--- config.mk ---
export PLATFORM = sky130hd
export DESIGN_NAME = fpv_host
export DESIGN_NICKNAME = d
export VERILOG_FILES = /design/src/hw/fpv_pkg.sv /design/src/hw/fpv_bus.sv /design/src/hw/fpv_host.sv /design/src/hw/fpv_timer.sv
export VERILOG_INCLUDE_DIRS = /design/src /design/src/hw
export SDC_FILE = /design/constraint.sdc
export NUM_CORES = 1
export LEC_CHECK = 0
export ABC_AREA = 1
export BUFFER_PORTS_ARGS = -buffer_cell sky130_fd_sc_hd__buf_2
export CORE_ASPECT_RATIO = 1.1
export CORE_MARGIN = 8
export CORE_UTILIZATION = 45
export CTS_BUF_LIST = sky130_fd_sc_hd__clkbuf_16
export CTS_CLUSTER_SIZE = 30
export DETAILED_ROUTE_END_ITERATION = 16
export MAX_ROUTING_LAYER = met4
export PLACE_DENSITY = 0.66
export RECOVER_POWER = 50
export SLEW_MARGIN = 20
export SYNTH_ARGS = -nofsm -noshare
export SYNTH_HDL_FRONTEND = slang
export SYNTH_HIERARCHICAL = 1
export SYNTH_SLANG_ARGS = --single-unit
--- constraint.sdc ---
create_clock -name CLK -period 4.9 [get_ports CLK]
set_clock_uncertainty 0.05 [all_clocks]
set_input_delay 1.47 -clock CLK [delete_from_list [all_inputs] [get_ports CLK]]
set_output_delay 1.47 -clock CLK [all_outputs]
set_load 0.02 [all_outputs]
--- src/hw/fpv_defines.svh ---
// Constants of the flash programming host
`ifndef FPV_DEFINES_SVH
`define FPV_DEFINES_SVH
`define FPV_AW 17
`define FPV_TW 24
`define FPV_PCW 5
`define FPV_ECW 16
`define FPV_CLK_NS 100
`define FPV_STRB_NS 100
`define FPV_RACC_NS 200
`define FPV_PROG_NS 10000
`define FPV_VER_NS 6000
`define FPV_ERASE_NS 10000000
`define FPV_STRB_CYC ((`FPV_STRB_NS + `FPV_CLK_NS - 1) / `FPV_CLK_NS)
`define FPV_RACC_CYC ((`FPV_RACC_NS + `FPV_CLK_NS - 1) / `FPV_CLK_NS)
`define FPV_PROG_CYC ((`FPV_PROG_NS + `FPV_CLK_NS - 1) / `FPV_CLK_NS)
`define FPV_VER_CYC ((`FPV_VER_NS + `FPV_CLK_NS - 1) / `FPV_CLK_NS)
`define FPV_ERASE_CYC ((`FPV_ERASE_NS + `FPV_CLK_NS - 1) / `FPV_CLK_NS)
`define FPV_MAX_PULSE 25
`define FPV_MAX_ERASE 1000
`define FPV_CMD_READ 8'h00
`define FPV_CMD_SETUP_ERASE 8'h20
`define FPV_CMD_ERASE_VERIFY 8'ha0
`define FPV_CMD_SETUP_PROG 8'h40
`define FPV_CMD_PROG_VERIFY 8'hc0
`define FPV_CMD_RESET 8'hff
`define FPV_ERASED 8'hff
`define FPV_PREPROG 8'h00
`define FPV_START_ADDR 17'h00000
`define FPV_LAST_ADDR 17'h1ffff
`endif

--- src/hw/fpv_pkg.sv ---
// Types of the flash programming host
`include "fpv_defines.svh"
package fpv_pkg;
	typedef enum logic [1:0] {BP_IDLE, BP_SET, BP_STRB, BP_HOLD} fpv_bph_t;
	typedef struct packed {
		fpv_bph_t              ph;
		logic [7:0]            cnt;
		logic                  wr;
		logic                  ce_n;
		logic                  we_n;
		logic                  oe_n;
		logic                  dq_oe;
		logic [`FPV_AW-1:0]    a;
		logic [7:0]            wd;
		logic [7:0]            rd;
		logic                  done;
	} fpv_bus_st_t;
	typedef struct packed {
		logic [`FPV_TW-1:0]    cnt;
		logic                  run;
		logic                  done;
	} fpv_tmr_st_t;
	typedef enum logic [4:0] {
		M_IDLE, P_SETUP, P_WRITE, P_PULSE, P_VCMD, P_VWAIT, P_READ,
		P_CHECK, E_SET1, E_SET2, E_ERASE, E_VCMD, E_VWAIT, E_READ,
		E_CHECK, R_FF1, R_FF2, M_FIN
	} fpv_mst_t;
	typedef struct packed {
		fpv_mst_t              st;
		logic                  issued;
		logic                  go;
		logic                  wr;
		logic [`FPV_AW-1:0]    a;
		logic [7:0]            d;
		logic [`FPV_AW-1:0]    pa;
		logic [7:0]            pd;
		logic [`FPV_AW-1:0]    vaddr;
		logic [`FPV_PCW-1:0]   pcnt;
		logic [`FPV_ECW-1:0]   ecnt;
		logic                  pre;
		logic                  abt;
		logic                  busy;
		logic                  done;
		logic                  fail;
		logic                  tgo;
		logic [`FPV_TW-1:0]    tlen;
	} fpv_host_st_t;
endpackage : fpv_pkg

--- src/hw/fpv_bus.sv ---
// One write or read cycle on the flash pins
`include "fpv_defines.svh"
module fpv_bus (
	// Clock and reset
	input  wire logic                 clk,
	input  wire logic                 rst,
	// Request
	input  wire logic                 go,
	input  wire logic                 wr,
	input  wire logic [`FPV_AW-1:0]   a,
	input  wire logic [7:0]           wd,
	output logic                      done,
	output logic [7:0]                rd,
	// Flash pins
	output logic [`FPV_AW-1:0]        fl_a,
	output logic [7:0]                fl_dq_o,
	output logic                      fl_dq_oe,
	input  wire logic [7:0]           fl_dq_i,
	output logic                      fl_ce_n,
	output logic                      fl_we_n,
	output logic                      fl_oe_n
);
	localparam logic [7:0] STRB_LAST = 8'(`FPV_STRB_CYC - 1);
	localparam logic [7:0] RACC_LAST = 8'(`FPV_RACC_CYC - 1);
	fpv_pkg::fpv_bus_st_t s;
	fpv_pkg::fpv_bus_st_t next_s;

	always_comb begin
		next_s = s;
		next_s.done = 1'b0;
		unique case (s.ph)
			fpv_pkg::BP_IDLE: begin
				if (go) begin
					next_s.ph = fpv_pkg::BP_SET;
					next_s.wr = wr;
					next_s.a = a;
					next_s.wd = wd;
					next_s.ce_n = 1'b0;
					next_s.dq_oe = wr;
				end
			end
			fpv_pkg::BP_SET: begin
				next_s.ph = fpv_pkg::BP_STRB;
				next_s.we_n = !s.wr;
				next_s.oe_n = s.wr;
				next_s.cnt = s.wr ? STRB_LAST : RACC_LAST;
			end
			fpv_pkg::BP_STRB: begin
				if (s.cnt == 8'h00) begin
					next_s.ph = fpv_pkg::BP_HOLD;
					next_s.we_n = 1'b1;
					next_s.oe_n = 1'b1;
					if (!s.wr) begin
						next_s.rd = fl_dq_i;
					end
				end else begin
					next_s.cnt = s.cnt - 1'b1;
				end
			end
			fpv_pkg::BP_HOLD: begin
				next_s.ph = fpv_pkg::BP_IDLE;
				next_s.ce_n = 1'b1;
				next_s.dq_oe = 1'b0;
				next_s.done = 1'b1;
			end
		endcase
	end

	always_ff @(posedge clk) begin
		if (rst) begin
			s <= '0;
			s.ce_n <= 1'b1;
			s.we_n <= 1'b1;
			s.oe_n <= 1'b1;
		end else begin
			s <= next_s;
		end
	end

	assign done = s.done;
	assign rd = s.rd;
	assign fl_a = s.a;
	assign fl_dq_o = s.wd;
	assign fl_dq_oe = s.dq_oe;
	assign fl_ce_n = s.ce_n;
	assign fl_we_n = s.we_n;
	assign fl_oe_n = s.oe_n;
endmodule : fpv_bus

--- src/hw/fpv_host.sv ---
// Host sequencer for byte programming and chip erase of a flash memory
`include "fpv_defines.svh"
module fpv_host #(
	parameter logic [`FPV_AW-1:0]  LAST_ADDR = `FPV_LAST_ADDR,
	parameter logic [`FPV_TW-1:0]  ERASE_CYC = `FPV_TW'(`FPV_ERASE_CYC),
	parameter logic [`FPV_ECW-1:0] MAX_ERASE = `FPV_ECW'(`FPV_MAX_ERASE)
) (
	// Clock and reset
	input  wire logic                 CLK,
	input  wire logic                 RST,
	// User request
	input  wire logic                 START,
	input  wire logic                 ERASE,
	input  wire logic [`FPV_AW-1:0]   ADDR,
	input  wire logic [7:0]           DATA,
	input  wire logic                 ABORT,
	// User status
	output logic                      BUSY,
	output logic                      DONE,
	output logic                      FAIL,
	// Flash pins
	output logic [`FPV_AW-1:0]        FL_A,
	output logic [7:0]                FL_DQ_O,
	output logic                      FL_DQ_OE,
	input  wire logic [7:0]           FL_DQ_I,
	output logic                      FL_CE_N,
	output logic                      FL_WE_N,
	output logic                      FL_OE_N,
	output logic                      FL_VPP_EN
);
	localparam logic [`FPV_TW-1:0] PROG_CYC = `FPV_TW'(`FPV_PROG_CYC);
	localparam logic [`FPV_TW-1:0] VER_CYC = `FPV_TW'(`FPV_VER_CYC);
	localparam logic [`FPV_PCW-1:0] PULSE_LAST =
		`FPV_PCW'(`FPV_MAX_PULSE - 1);
	localparam logic [`FPV_ECW-1:0] ERASE_LAST = MAX_ERASE - 1'b1;

	fpv_pkg::fpv_host_st_t s;
	fpv_pkg::fpv_host_st_t next_s;
	logic                  bus_done;
	logic [7:0]            bus_rd;
	logic                  tm_done;

	// Launch one bus cycle, then move on when it completes
	function automatic fpv_pkg::fpv_host_st_t bus_step(
		input fpv_pkg::fpv_host_st_t c,
		input logic                  bd,
		input logic                  w,
		input logic [`FPV_AW-1:0]    ad,
		input logic [7:0]            dd,
		input fpv_pkg::fpv_mst_t     nx);
		fpv_pkg::fpv_host_st_t r;
		r = c;
		if (!c.issued) begin
			r.go = 1'b1;
			r.issued = 1'b1;
			r.wr = w;
			r.a = ad;
			r.d = dd;
		end else if (bd) begin
			r.issued = 1'b0;
			r.st = nx;
		end
		return r;
	endfunction : bus_step

	// Launch the timer, then move on when it expires
	function automatic fpv_pkg::fpv_host_st_t tmr_step(
		input fpv_pkg::fpv_host_st_t c,
		input logic                  td,
		input logic [`FPV_TW-1:0]    len,
		input fpv_pkg::fpv_mst_t     nx);
		fpv_pkg::fpv_host_st_t r;
		r = c;
		if (!c.issued) begin
			r.tgo = 1'b1;
			r.issued = 1'b1;
			r.tlen = len;
		end else if (td) begin
			r.issued = 1'b0;
			r.st = nx;
		end
		return r;
	endfunction : tmr_step

	always_comb begin
		next_s = s;
		next_s.go = 1'b0;
		next_s.tgo = 1'b0;
		next_s.done = 1'b0;
		if (ABORT) begin
			next_s.abt = 1'b1;
		end
		unique case (s.st)
			fpv_pkg::M_IDLE: begin
				next_s.abt = 1'b0;
				if (START) begin
					next_s.busy = 1'b1;
					next_s.fail = 1'b0;
					next_s.pcnt = '0;
					next_s.ecnt = '0;
					next_s.vaddr = `FPV_START_ADDR;
					next_s.pre = ERASE;
					next_s.pa = ERASE ? `FPV_START_ADDR : ADDR;
					next_s.pd = ERASE ? `FPV_PREPROG : DATA;
					next_s.st = fpv_pkg::P_SETUP;
				end
			end
			fpv_pkg::P_SETUP: next_s = bus_step(next_s, bus_done, 1'b1, s.pa,
				`FPV_CMD_SETUP_PROG, fpv_pkg::P_WRITE);
			fpv_pkg::P_WRITE: begin
				if (!s.issued && s.abt) begin
					next_s.st = fpv_pkg::R_FF1;
				end else begin
					next_s = bus_step(next_s, bus_done, 1'b1, s.pa, s.pd,
						fpv_pkg::P_PULSE);
				end
			end
			fpv_pkg::P_PULSE: next_s = tmr_step(next_s, tm_done, PROG_CYC,
				fpv_pkg::P_VCMD);
			fpv_pkg::P_VCMD: next_s = bus_step(next_s, bus_done, 1'b1, s.pa,
				`FPV_CMD_PROG_VERIFY, fpv_pkg::P_VWAIT);
			fpv_pkg::P_VWAIT: next_s = tmr_step(next_s, tm_done, VER_CYC,
				fpv_pkg::P_READ);
			fpv_pkg::P_READ: next_s = bus_step(next_s, bus_done, 1'b0, s.pa,
				`FPV_CMD_READ, fpv_pkg::P_CHECK);
			fpv_pkg::P_CHECK: begin
				if (bus_rd == s.pd) begin
					next_s.pcnt = '0;
					if (!s.pre) begin
						next_s.st = fpv_pkg::M_FIN;
					end else if (s.pa == LAST_ADDR) begin
						next_s.st = fpv_pkg::E_SET1;
					end else begin
						next_s.pa = s.pa + 1'b1;
						next_s.st = fpv_pkg::P_SETUP;
					end
				end else if (s.pcnt == PULSE_LAST) begin
					next_s.fail = 1'b1;
					next_s.st = fpv_pkg::M_FIN;
				end else begin
					next_s.pcnt = s.pcnt + 1'b1;
					next_s.st = fpv_pkg::P_SETUP;
				end
			end
			fpv_pkg::E_SET1: next_s = bus_step(next_s, bus_done, 1'b1, s.vaddr,
				`FPV_CMD_SETUP_ERASE, fpv_pkg::E_SET2);
			fpv_pkg::E_SET2: begin
				if (!s.issued && s.abt) begin
					next_s.st = fpv_pkg::R_FF1;
				end else begin
					next_s = bus_step(next_s, bus_done, 1'b1, s.vaddr,
						`FPV_CMD_SETUP_ERASE, fpv_pkg::E_ERASE);
				end
			end
			fpv_pkg::E_ERASE: next_s = tmr_step(next_s, tm_done, ERASE_CYC,
				fpv_pkg::E_VCMD);
			fpv_pkg::E_VCMD: next_s = bus_step(next_s, bus_done, 1'b1, s.vaddr,
				`FPV_CMD_ERASE_VERIFY, fpv_pkg::E_VWAIT);
			fpv_pkg::E_VWAIT: next_s = tmr_step(next_s, tm_done, VER_CYC,
				fpv_pkg::E_READ);
			fpv_pkg::E_READ: next_s = bus_step(next_s, bus_done, 1'b0, s.vaddr,
				`FPV_CMD_READ, fpv_pkg::E_CHECK);
			fpv_pkg::E_CHECK: begin
				if (bus_rd == `FPV_ERASED) begin
					if (s.vaddr == LAST_ADDR) begin
						next_s.st = fpv_pkg::M_FIN;
					end else begin
						next_s.vaddr = s.vaddr + 1'b1;
						next_s.st = fpv_pkg::E_VCMD;
					end
				end else if (s.ecnt == ERASE_LAST) begin
					next_s.fail = 1'b1;
					next_s.st = fpv_pkg::M_FIN;
				end else begin
					next_s.ecnt = s.ecnt + 1'b1;
					next_s.st = fpv_pkg::E_SET1;
				end
			end
			fpv_pkg::R_FF1: next_s = bus_step(next_s, bus_done, 1'b1, s.pa,
				`FPV_CMD_RESET, fpv_pkg::R_FF2);
			fpv_pkg::R_FF2: begin
				next_s = bus_step(next_s, bus_done, 1'b1, s.pa,
					`FPV_CMD_RESET, fpv_pkg::M_FIN);
				next_s.fail = 1'b1;
			end
			fpv_pkg::M_FIN: begin
				next_s = bus_step(next_s, bus_done, 1'b1, s.pa,
					`FPV_CMD_READ, fpv_pkg::M_IDLE);
				if (s.issued && bus_done) begin
					next_s.done = 1'b1;
					next_s.busy = 1'b0;
				end
			end
			default: next_s.st = fpv_pkg::M_IDLE;
		endcase
	end

	always_ff @(posedge CLK) begin
		if (RST) begin
			s <= '0;
		end else begin
			s <= next_s;
		end
	end

	fpv_bus u_bus (
		.clk      (CLK),
		.rst      (RST),
		.go       (s.go),
		.wr       (s.wr),
		.a        (s.a),
		.wd       (s.d),
		.done     (bus_done),
		.rd       (bus_rd),
		.fl_a     (FL_A),
		.fl_dq_o  (FL_DQ_O),
		.fl_dq_oe (FL_DQ_OE),
		.fl_dq_i  (FL_DQ_I),
		.fl_ce_n  (FL_CE_N),
		.fl_we_n  (FL_WE_N),
		.fl_oe_n  (FL_OE_N)
	);

	fpv_timer u_tmr (
		.clk  (CLK),
		.rst  (RST),
		.go   (s.tgo),
		.len  (s.tlen),
		.done (tm_done)
	);

	assign BUSY = s.busy;
	assign DONE = s.done;
	assign FAIL = s.fail;
	assign FL_VPP_EN = s.busy;
endmodule : fpv_host

--- src/hw/fpv_timer.sv ---
// Cycle timer for program, erase and verify delays
`include "fpv_defines.svh"
module fpv_timer (
	// Clock and reset
	input  wire logic                 clk,
	input  wire logic                 rst,
	// Control
	input  wire logic                 go,
	input  wire logic [`FPV_TW-1:0]   len,
	// Status
	output logic                      done
);
	fpv_pkg::fpv_tmr_st_t s;
	fpv_pkg::fpv_tmr_st_t next_s;

	always_comb begin
		next_s = s;
		next_s.done = 1'b0;
		if (go) begin
			next_s.cnt = len;
			next_s.run = 1'b1;
		end else if (s.run) begin
			if (s.cnt <= `FPV_TW'(1)) begin
				next_s.run = 1'b0;
				next_s.done = 1'b1;
			end else begin
				next_s.cnt = s.cnt - 1'b1;
			end
		end
	end

	always_ff @(posedge clk) begin
		if (rst) begin
			s <= '0;
		end else begin
			s <= next_s;
		end
	end

	assign done = s.done;
endmodule : fpv_timer

Word-level counts from Yosys, hierarchy flattened
Cells that the tools add are included. W data, S select, Z words.

Bits of input ports: 38. Logic and storage cells: 287. Flip-flop bits (word level): 201. Output and inout port bits: 33.

Reductions and logical operators: 38. Muxes and demuxes: 116. Bitwise operators: 9. Order comparisons: 1. Equal/unequal tests: 85. $add $sub $neg: 6.

Operators by type and width (count): $pmux W28 S15 (1); $mux W27 (9); $mux W121 (2); $pmux W17 S4 (2); $mux W5 (26); $pmux W25 S5 (1); $mux W17 (6); $mux W25 (4); $mux W6 (15); $pmux W5 S18 (1); $ne A2 B2 Y1 const B (40); $mux W64 (1); $pmux W16 S4 (1); $mux W26 (2); $eq A5 B4 Y1 const B (8); $add A17 B1 Y17 const B (2); $eq A17 B17 Y1 const B (2); $mux W16 (2); $reduce_and A31 Y1 (1); $ne A2 B1 Y1 const B (14); $mux W1 (25); $le A24 B1 Y1 const B (1); $mux W24 (1); $pmux W8 S3 (1); 47 further kinds (87).

Longest topological paths before layout
Depth after elaboration: 5. Mapped depth: 16. Gate-level depth less buffers: 15.

Hierarchy
The synthesis kept the hierarchy.

By module, submodules not included: fpv_host (cells each 1392, area an instance 8016.4 um^2, seq. area each 2142.1 um^2, times used 1); fpv_bus (cells each 294, area an instance 2257.2 um^2, seq. area each 980.9 um^2, times used 1); fpv_timer (cells each 320, area an instance 1939.4 um^2, seq. area each 520.5 um^2, times used 1).

Worst setup path after synthesis
OpenSTA, ideal clock, no wires.

Kind: input port to flip-flop. Start point: input START. End point: register s[32] (netlist name). Arrival time: 2406 ps. Data required time: 4780 ps. Slack: 2374 ps. Setup time: 70 ps. Stages on the path: 9. Path buffers: 1. Cells stage by stage: inv_1 > nand4_1 > nand3_1 > a21oi_2 > nand2_2 > inv_2 > buf_4 > nand2_1 > a21oi_1.

RTL lines: start, declared (RTL line fpv_host.sv:12) `input wire logic START,`.

==> flow_summary.rst <==
.. list-table::
   :header-rows: 1

   * - Metric
     - Value
   * - Max cap viols
     - 1
   * - Placed cell count
     - between 2,000 and 2,500
   * - Final Core Density
     - 0.484
   * - Critical path class
     - primary input to register
   * - Arrival time of the worst setup path
     - around 3.8 ns
   * - Clock sink total
     - between 150 and 200
   * - Switching fraction of total power
     - 0.483
   * - Largest stage delay on the critical path
     - ~1.2 ns
   * - Peak clock frequency supported by timing
     - between 0.2 and 0.3 GHz
   * - Estimated wirelength of the detail-placed design
     - around 27,000 um
   * - Hold endpoint
     - s[5]
   * - Initial detailed-routing violation count
     - around 1,200
   * - Average wire length per cell after detail routing
     - approximately 16 um
   * - Max clock buf depth
     - 2
   * - R2R Path Start
     - u_tmr/s[10]
   * - Nets@finish
     - just over 2,000
   * - VDD IR-drop max
     - around 0.31 mV
   * - Final wirelength
     - around 37,000 um
   * - Syn Inst Count
     - 2,006
   * - Max-slew headroom at the worst pin
     - -0.0778
   * - DRC
     - 0
   * - Violated checks
     - max-capacitance violations, max-slew violations
   * - Net switching component of the power
     - approximately 3.1 mW
   * - Final cell count without fillers
     - between 2,000 and 2,500
   * - Capturing point of the worst reg2reg path
     - u_tmr/s[4]
   * - Combinational family with the most area after synthesis
     - simple AND/OR/NAND/NOR gates
   * - ANT nets after route
     - 0
   * - Depth of the worst hold-timing path
     - 2
   * - Placed Instance Area
     - approximately 12,000 sq um
   * - Library cells used by synthesis
     - 51
   * - Total congestion overflow
     - 0
   * - # diodes
     - 0
   * - Simple-gate portion of the synthesized area
     - 0.407
   * - Post-CTS Repair Setup Buffers
     - 0
   * - Via/cell ratio
     - around 5.3
   * - Source-to-sink clock delay at the later pin of the worst-skew pair
     - 0.44 ns
   * - Critical path cell sequence
     - buf_4, clkbuf_1, nor2_1, o21ai_0, a21oi_1
   * - Internal Pwr Total
     - roughly 3.3 mW
   * - GR Util All Layers
     - 0.226
   * - Summed area of non-filler cells in the final layout
     - approximately 13,000 sq um
   * - Synth Area in Compound Gates
     - 0.147
   * - Die Outline Area
     - between 30,000 and 40,000 sq um
   * - Final setup violating endpoints
     - 0
   * - Part of the power in combinational logic
     - 0.448
   * - Worst hold slack after final layout
     - 0.405 ns
   * - Pin count of the biggest net entering global routing
     - 86
   * - Via Count
     - ~13,000
   * - Number of global-route vias before repair
     - 11,500
   * - Hold crit path type
     - register to register
   * - Adder-cell area share of the yosys netlist
     - 0.0154
   * - Share of post-route cells with drive strength above 1
     - 0.0773
   * - Starting density of the core
     - 0.456
   * - Number of standard-cell rows in the floorplan
     - between 60 and 70
   * - Placeable core region
     - around 27,000 sq um
   * - Clock transition time at the flip-flop clock pins of the worst setup and hold paths
     - about 0.07 ns
   * - Die boundary width
     - between 150 and 200 um
   * - Leakage component of the power
     - approximately 5.5 nW
   * - Combined area of the multi-input logic cells
     - 7330 sq um
   * - # port buffers
     - 70
   * - Required time at the endpoint of the critical path
     - 5.17 ns
   * - Register Area
     - 3640 sq um
   * - Total of warnings raised by yosys
     - 6
   * - CTS tree
     - yes
   * - Sequential cell area fraction in the yosys report
     - 0.298
   * - Sequential share of power
     - 0.335
   * - CTS buffer count
     - 17
   * - Total iterations of the first detailed-routing run
     - 5
   * - Io pins
     - 71
   * - Post-route minimum period
     - about 3.5 ns
   * - Multiplexer share of the synthesized area
     - 0.00164
   * - Synthesized area per cell
     - between 6 and 7 sq um
   * - RSZ-0062 raised after global routing
     - false
   * - Filler Cells Inserted
     - 2,841
   * - Critical path peak fanout
     - 35
   * - Post-cts gate resize count
     - 0
   * - Final-report max-slew violation count
     - 36
   * - Logic depth of the worst register-to-register path
     - 10
   * - Crit path launch type
     - primary input
   * - Overall die height
     - between 150 and 200 um
   * - Cell area after technology mapping
     - 12,200 sq um
   * - Sum Neg Setup Slack
     - 0 ns
   * - Final critical-path share of the clock period
     - 0.711
   * - Post-synthesis share of cell area spent on xor and xnor gates
     - 0.0273
   * - Number of buffers added to fix hold violations after cts
     - 0
   * - Count of H-tree levels built during CTS
     - 4
   * - Slew @ Worst Pin
     - around 1.6 ns
   * - Cell at the slowest stage of the critical path
     - clkbuf_1
   * - Power density over the cells
     - just under 500 nW/um^2
   * - Number of flip-flops and latches in the synthesized netlist
     - between 150 and 200
   * - Layout overhead on the synthesized area
     - 6.25%
   * - Worst reg2reg setup slack
     - 1.86 ns
   * - Clock tree root buffer cell
     - clkbuf_16
   * - Endpoints failing hold
     - 0
   * - Outcome
     - finished with violations
   * - Min-Delay Startpoint
     - s[5]
   * - Kind of capture point of the worst setup path
     - register
   * - Wire length of the first global-routing pass
     - between 50,000 and 60,000 um
   * - Number of antenna violations at the first check in global routing
     - 0
   * - Routability-driven placement congestion ratio
     - 0.923
   * - Proportion of power drawn by the clock network
     - 0.217
-- final cells by class --
class | instances | share of cell area
clock inverters | 15 | 0.0121
flip-flops and latches | 182 | 0.281
well taps | 357 | 0.0344
clock buffers | 17 | 0.0328
repair buffers | 79 | 0.0286
multi-input cells | 1565 | 0.565
inverters | 159 | 0.0466
-- layer usage --
metal	wire length, um	vias to the layer above	GRT usage
met5	0	-	-
met4	554	0	0.0584
met1	16800	5795	0.289
met2	17600	361	0.378
met3	1980	46	0.0250
li1	-	6438	-
-- critical path: cells and delay by family --
kind,cells,cell delay [ns]
AO/OA/AOI/OAI,2,0.26
buffers and inverters,2,1.57
AND/OR/NAND/NOR,1,0.41
-- through the flow --
step | power, mW | setup WS, ns
2_1_floorplan | 4.41 | 2.37
3_3_place_gp | 5.00 | 1.61
3_5_place_dp | 5.05 | 1.55
4_1_cts | 6.45 | 1.93
5_1_grt | 6.88 | 1.23
6_report | 6.40 | 1.42
-- Yosys cell counts (all sizes together) --
cell type / instances / share of area
conb: 1 / 0.00031
nor4: 1 / 0.00051
nand3: 175 / 0.076
o21ai: 85 / 0.036
nor2: 356 / 0.12
nand3b: 2 / 0.0012
or2: 8 / 0.0041
o211ai: 5 / 0.0031
mux2i: 2 / 0.0016
clkbuf: 46 / 0.014
clkinv: 7 / 0.0026
buf: 67 / 0.040
ha: 15 / 0.015
inv: 152 / 0.047
o31ai: 1 / 0.00061
nand4: 13 / 0.0067
xnor2: 8 / 0.0057
o21bai: 17 / 0.010
xor2: 30 / 0.022
nor3b: 1 / 0.00061
dfxtp: 182 / 0.30
o22ai: 36 / 0.018
nor3: 19 / 0.0082
nand2: 602 / 0.19
and2: 2 / 0.0010
a21oi: 146 / 0.061
o2111ai: 14 / 0.010
and3: 1 / 0.00051
a31oi: 6 / 0.0031
a211oi: 6 / 0.0037
-- sequential cells by signal (all words and copies together), names as in the netlist --
register	count
DONE	1
u_tmr/s	25
u_bus/fl_we_n	1
u_bus/s	11
u_bus/fl_a	17
u_tmr/done	1
FAIL	1
s	104
u_bus/fl_ce_n	1
u_bus/fl_dq_o	8
u_bus/fl_oe_n	1
u_bus/rd	8
u_bus/fl_dq_oe	1
u_bus/done	1
BUSY	1
-- how the worst max path moves through the flow --
stage | start | to | slack, ns | depth (start not counted)
global route | RST | FAIL | 1.23 | 5
finish | RST | s[32] | 1.42 | 5
CTS | s[76] | s[92] | 1.93 | 15
detailed placement | RST | s[28] | 1.55 | 5
floorplan | START | s[32] | 2.37 | 9
global placement | RST | s[28] | 1.61 | 5
-- power groups by stage --
stage / Sequential [mW] / Clock [mW] / Combinational [mW]
after floorplan: 2.05 / 0 / 2.36
final: 2.14 / 1.39 / 2.87
after detailed placement: 2.17 / 0 / 2.88
after CTS: 2.14 / 1.42 / 2.90
after global routing: 2.19 / 1.48 / 3.22
after global placement: 2.16 / 0 / 2.84
-- layout by cell type (no fill, tap or decap), types with 13 or more instances in the layout --
cell type and n:
xor2_1 30, o2111ai_1 14, nor2_2 17, inv_2 15, o22ai_1 36, nor3_1 18
nand4_1 13, ha_1 15, clkbuf_1 35, clkbuf_16 17, conb_1 14, inv_1 136
nand3_1 165, o21bai_1 17, dfxtp_1 182, buf_2 36, nor2_1 334, o21ai_0 74
nand2_1 585, a21oi_1 143, nand2_2 14
-- cell families after synthesis --
family / Yosys count
xor gates and xnor gates: 38
other: 1
muxes: 2
DFF: 182
buffers and inverters: 272
AOI/OAI and AO/OA: 316
and+or+nand+nor: 1180
adders and majority gates: 15
Note: power is estimated with default switching activity, not from simulation.
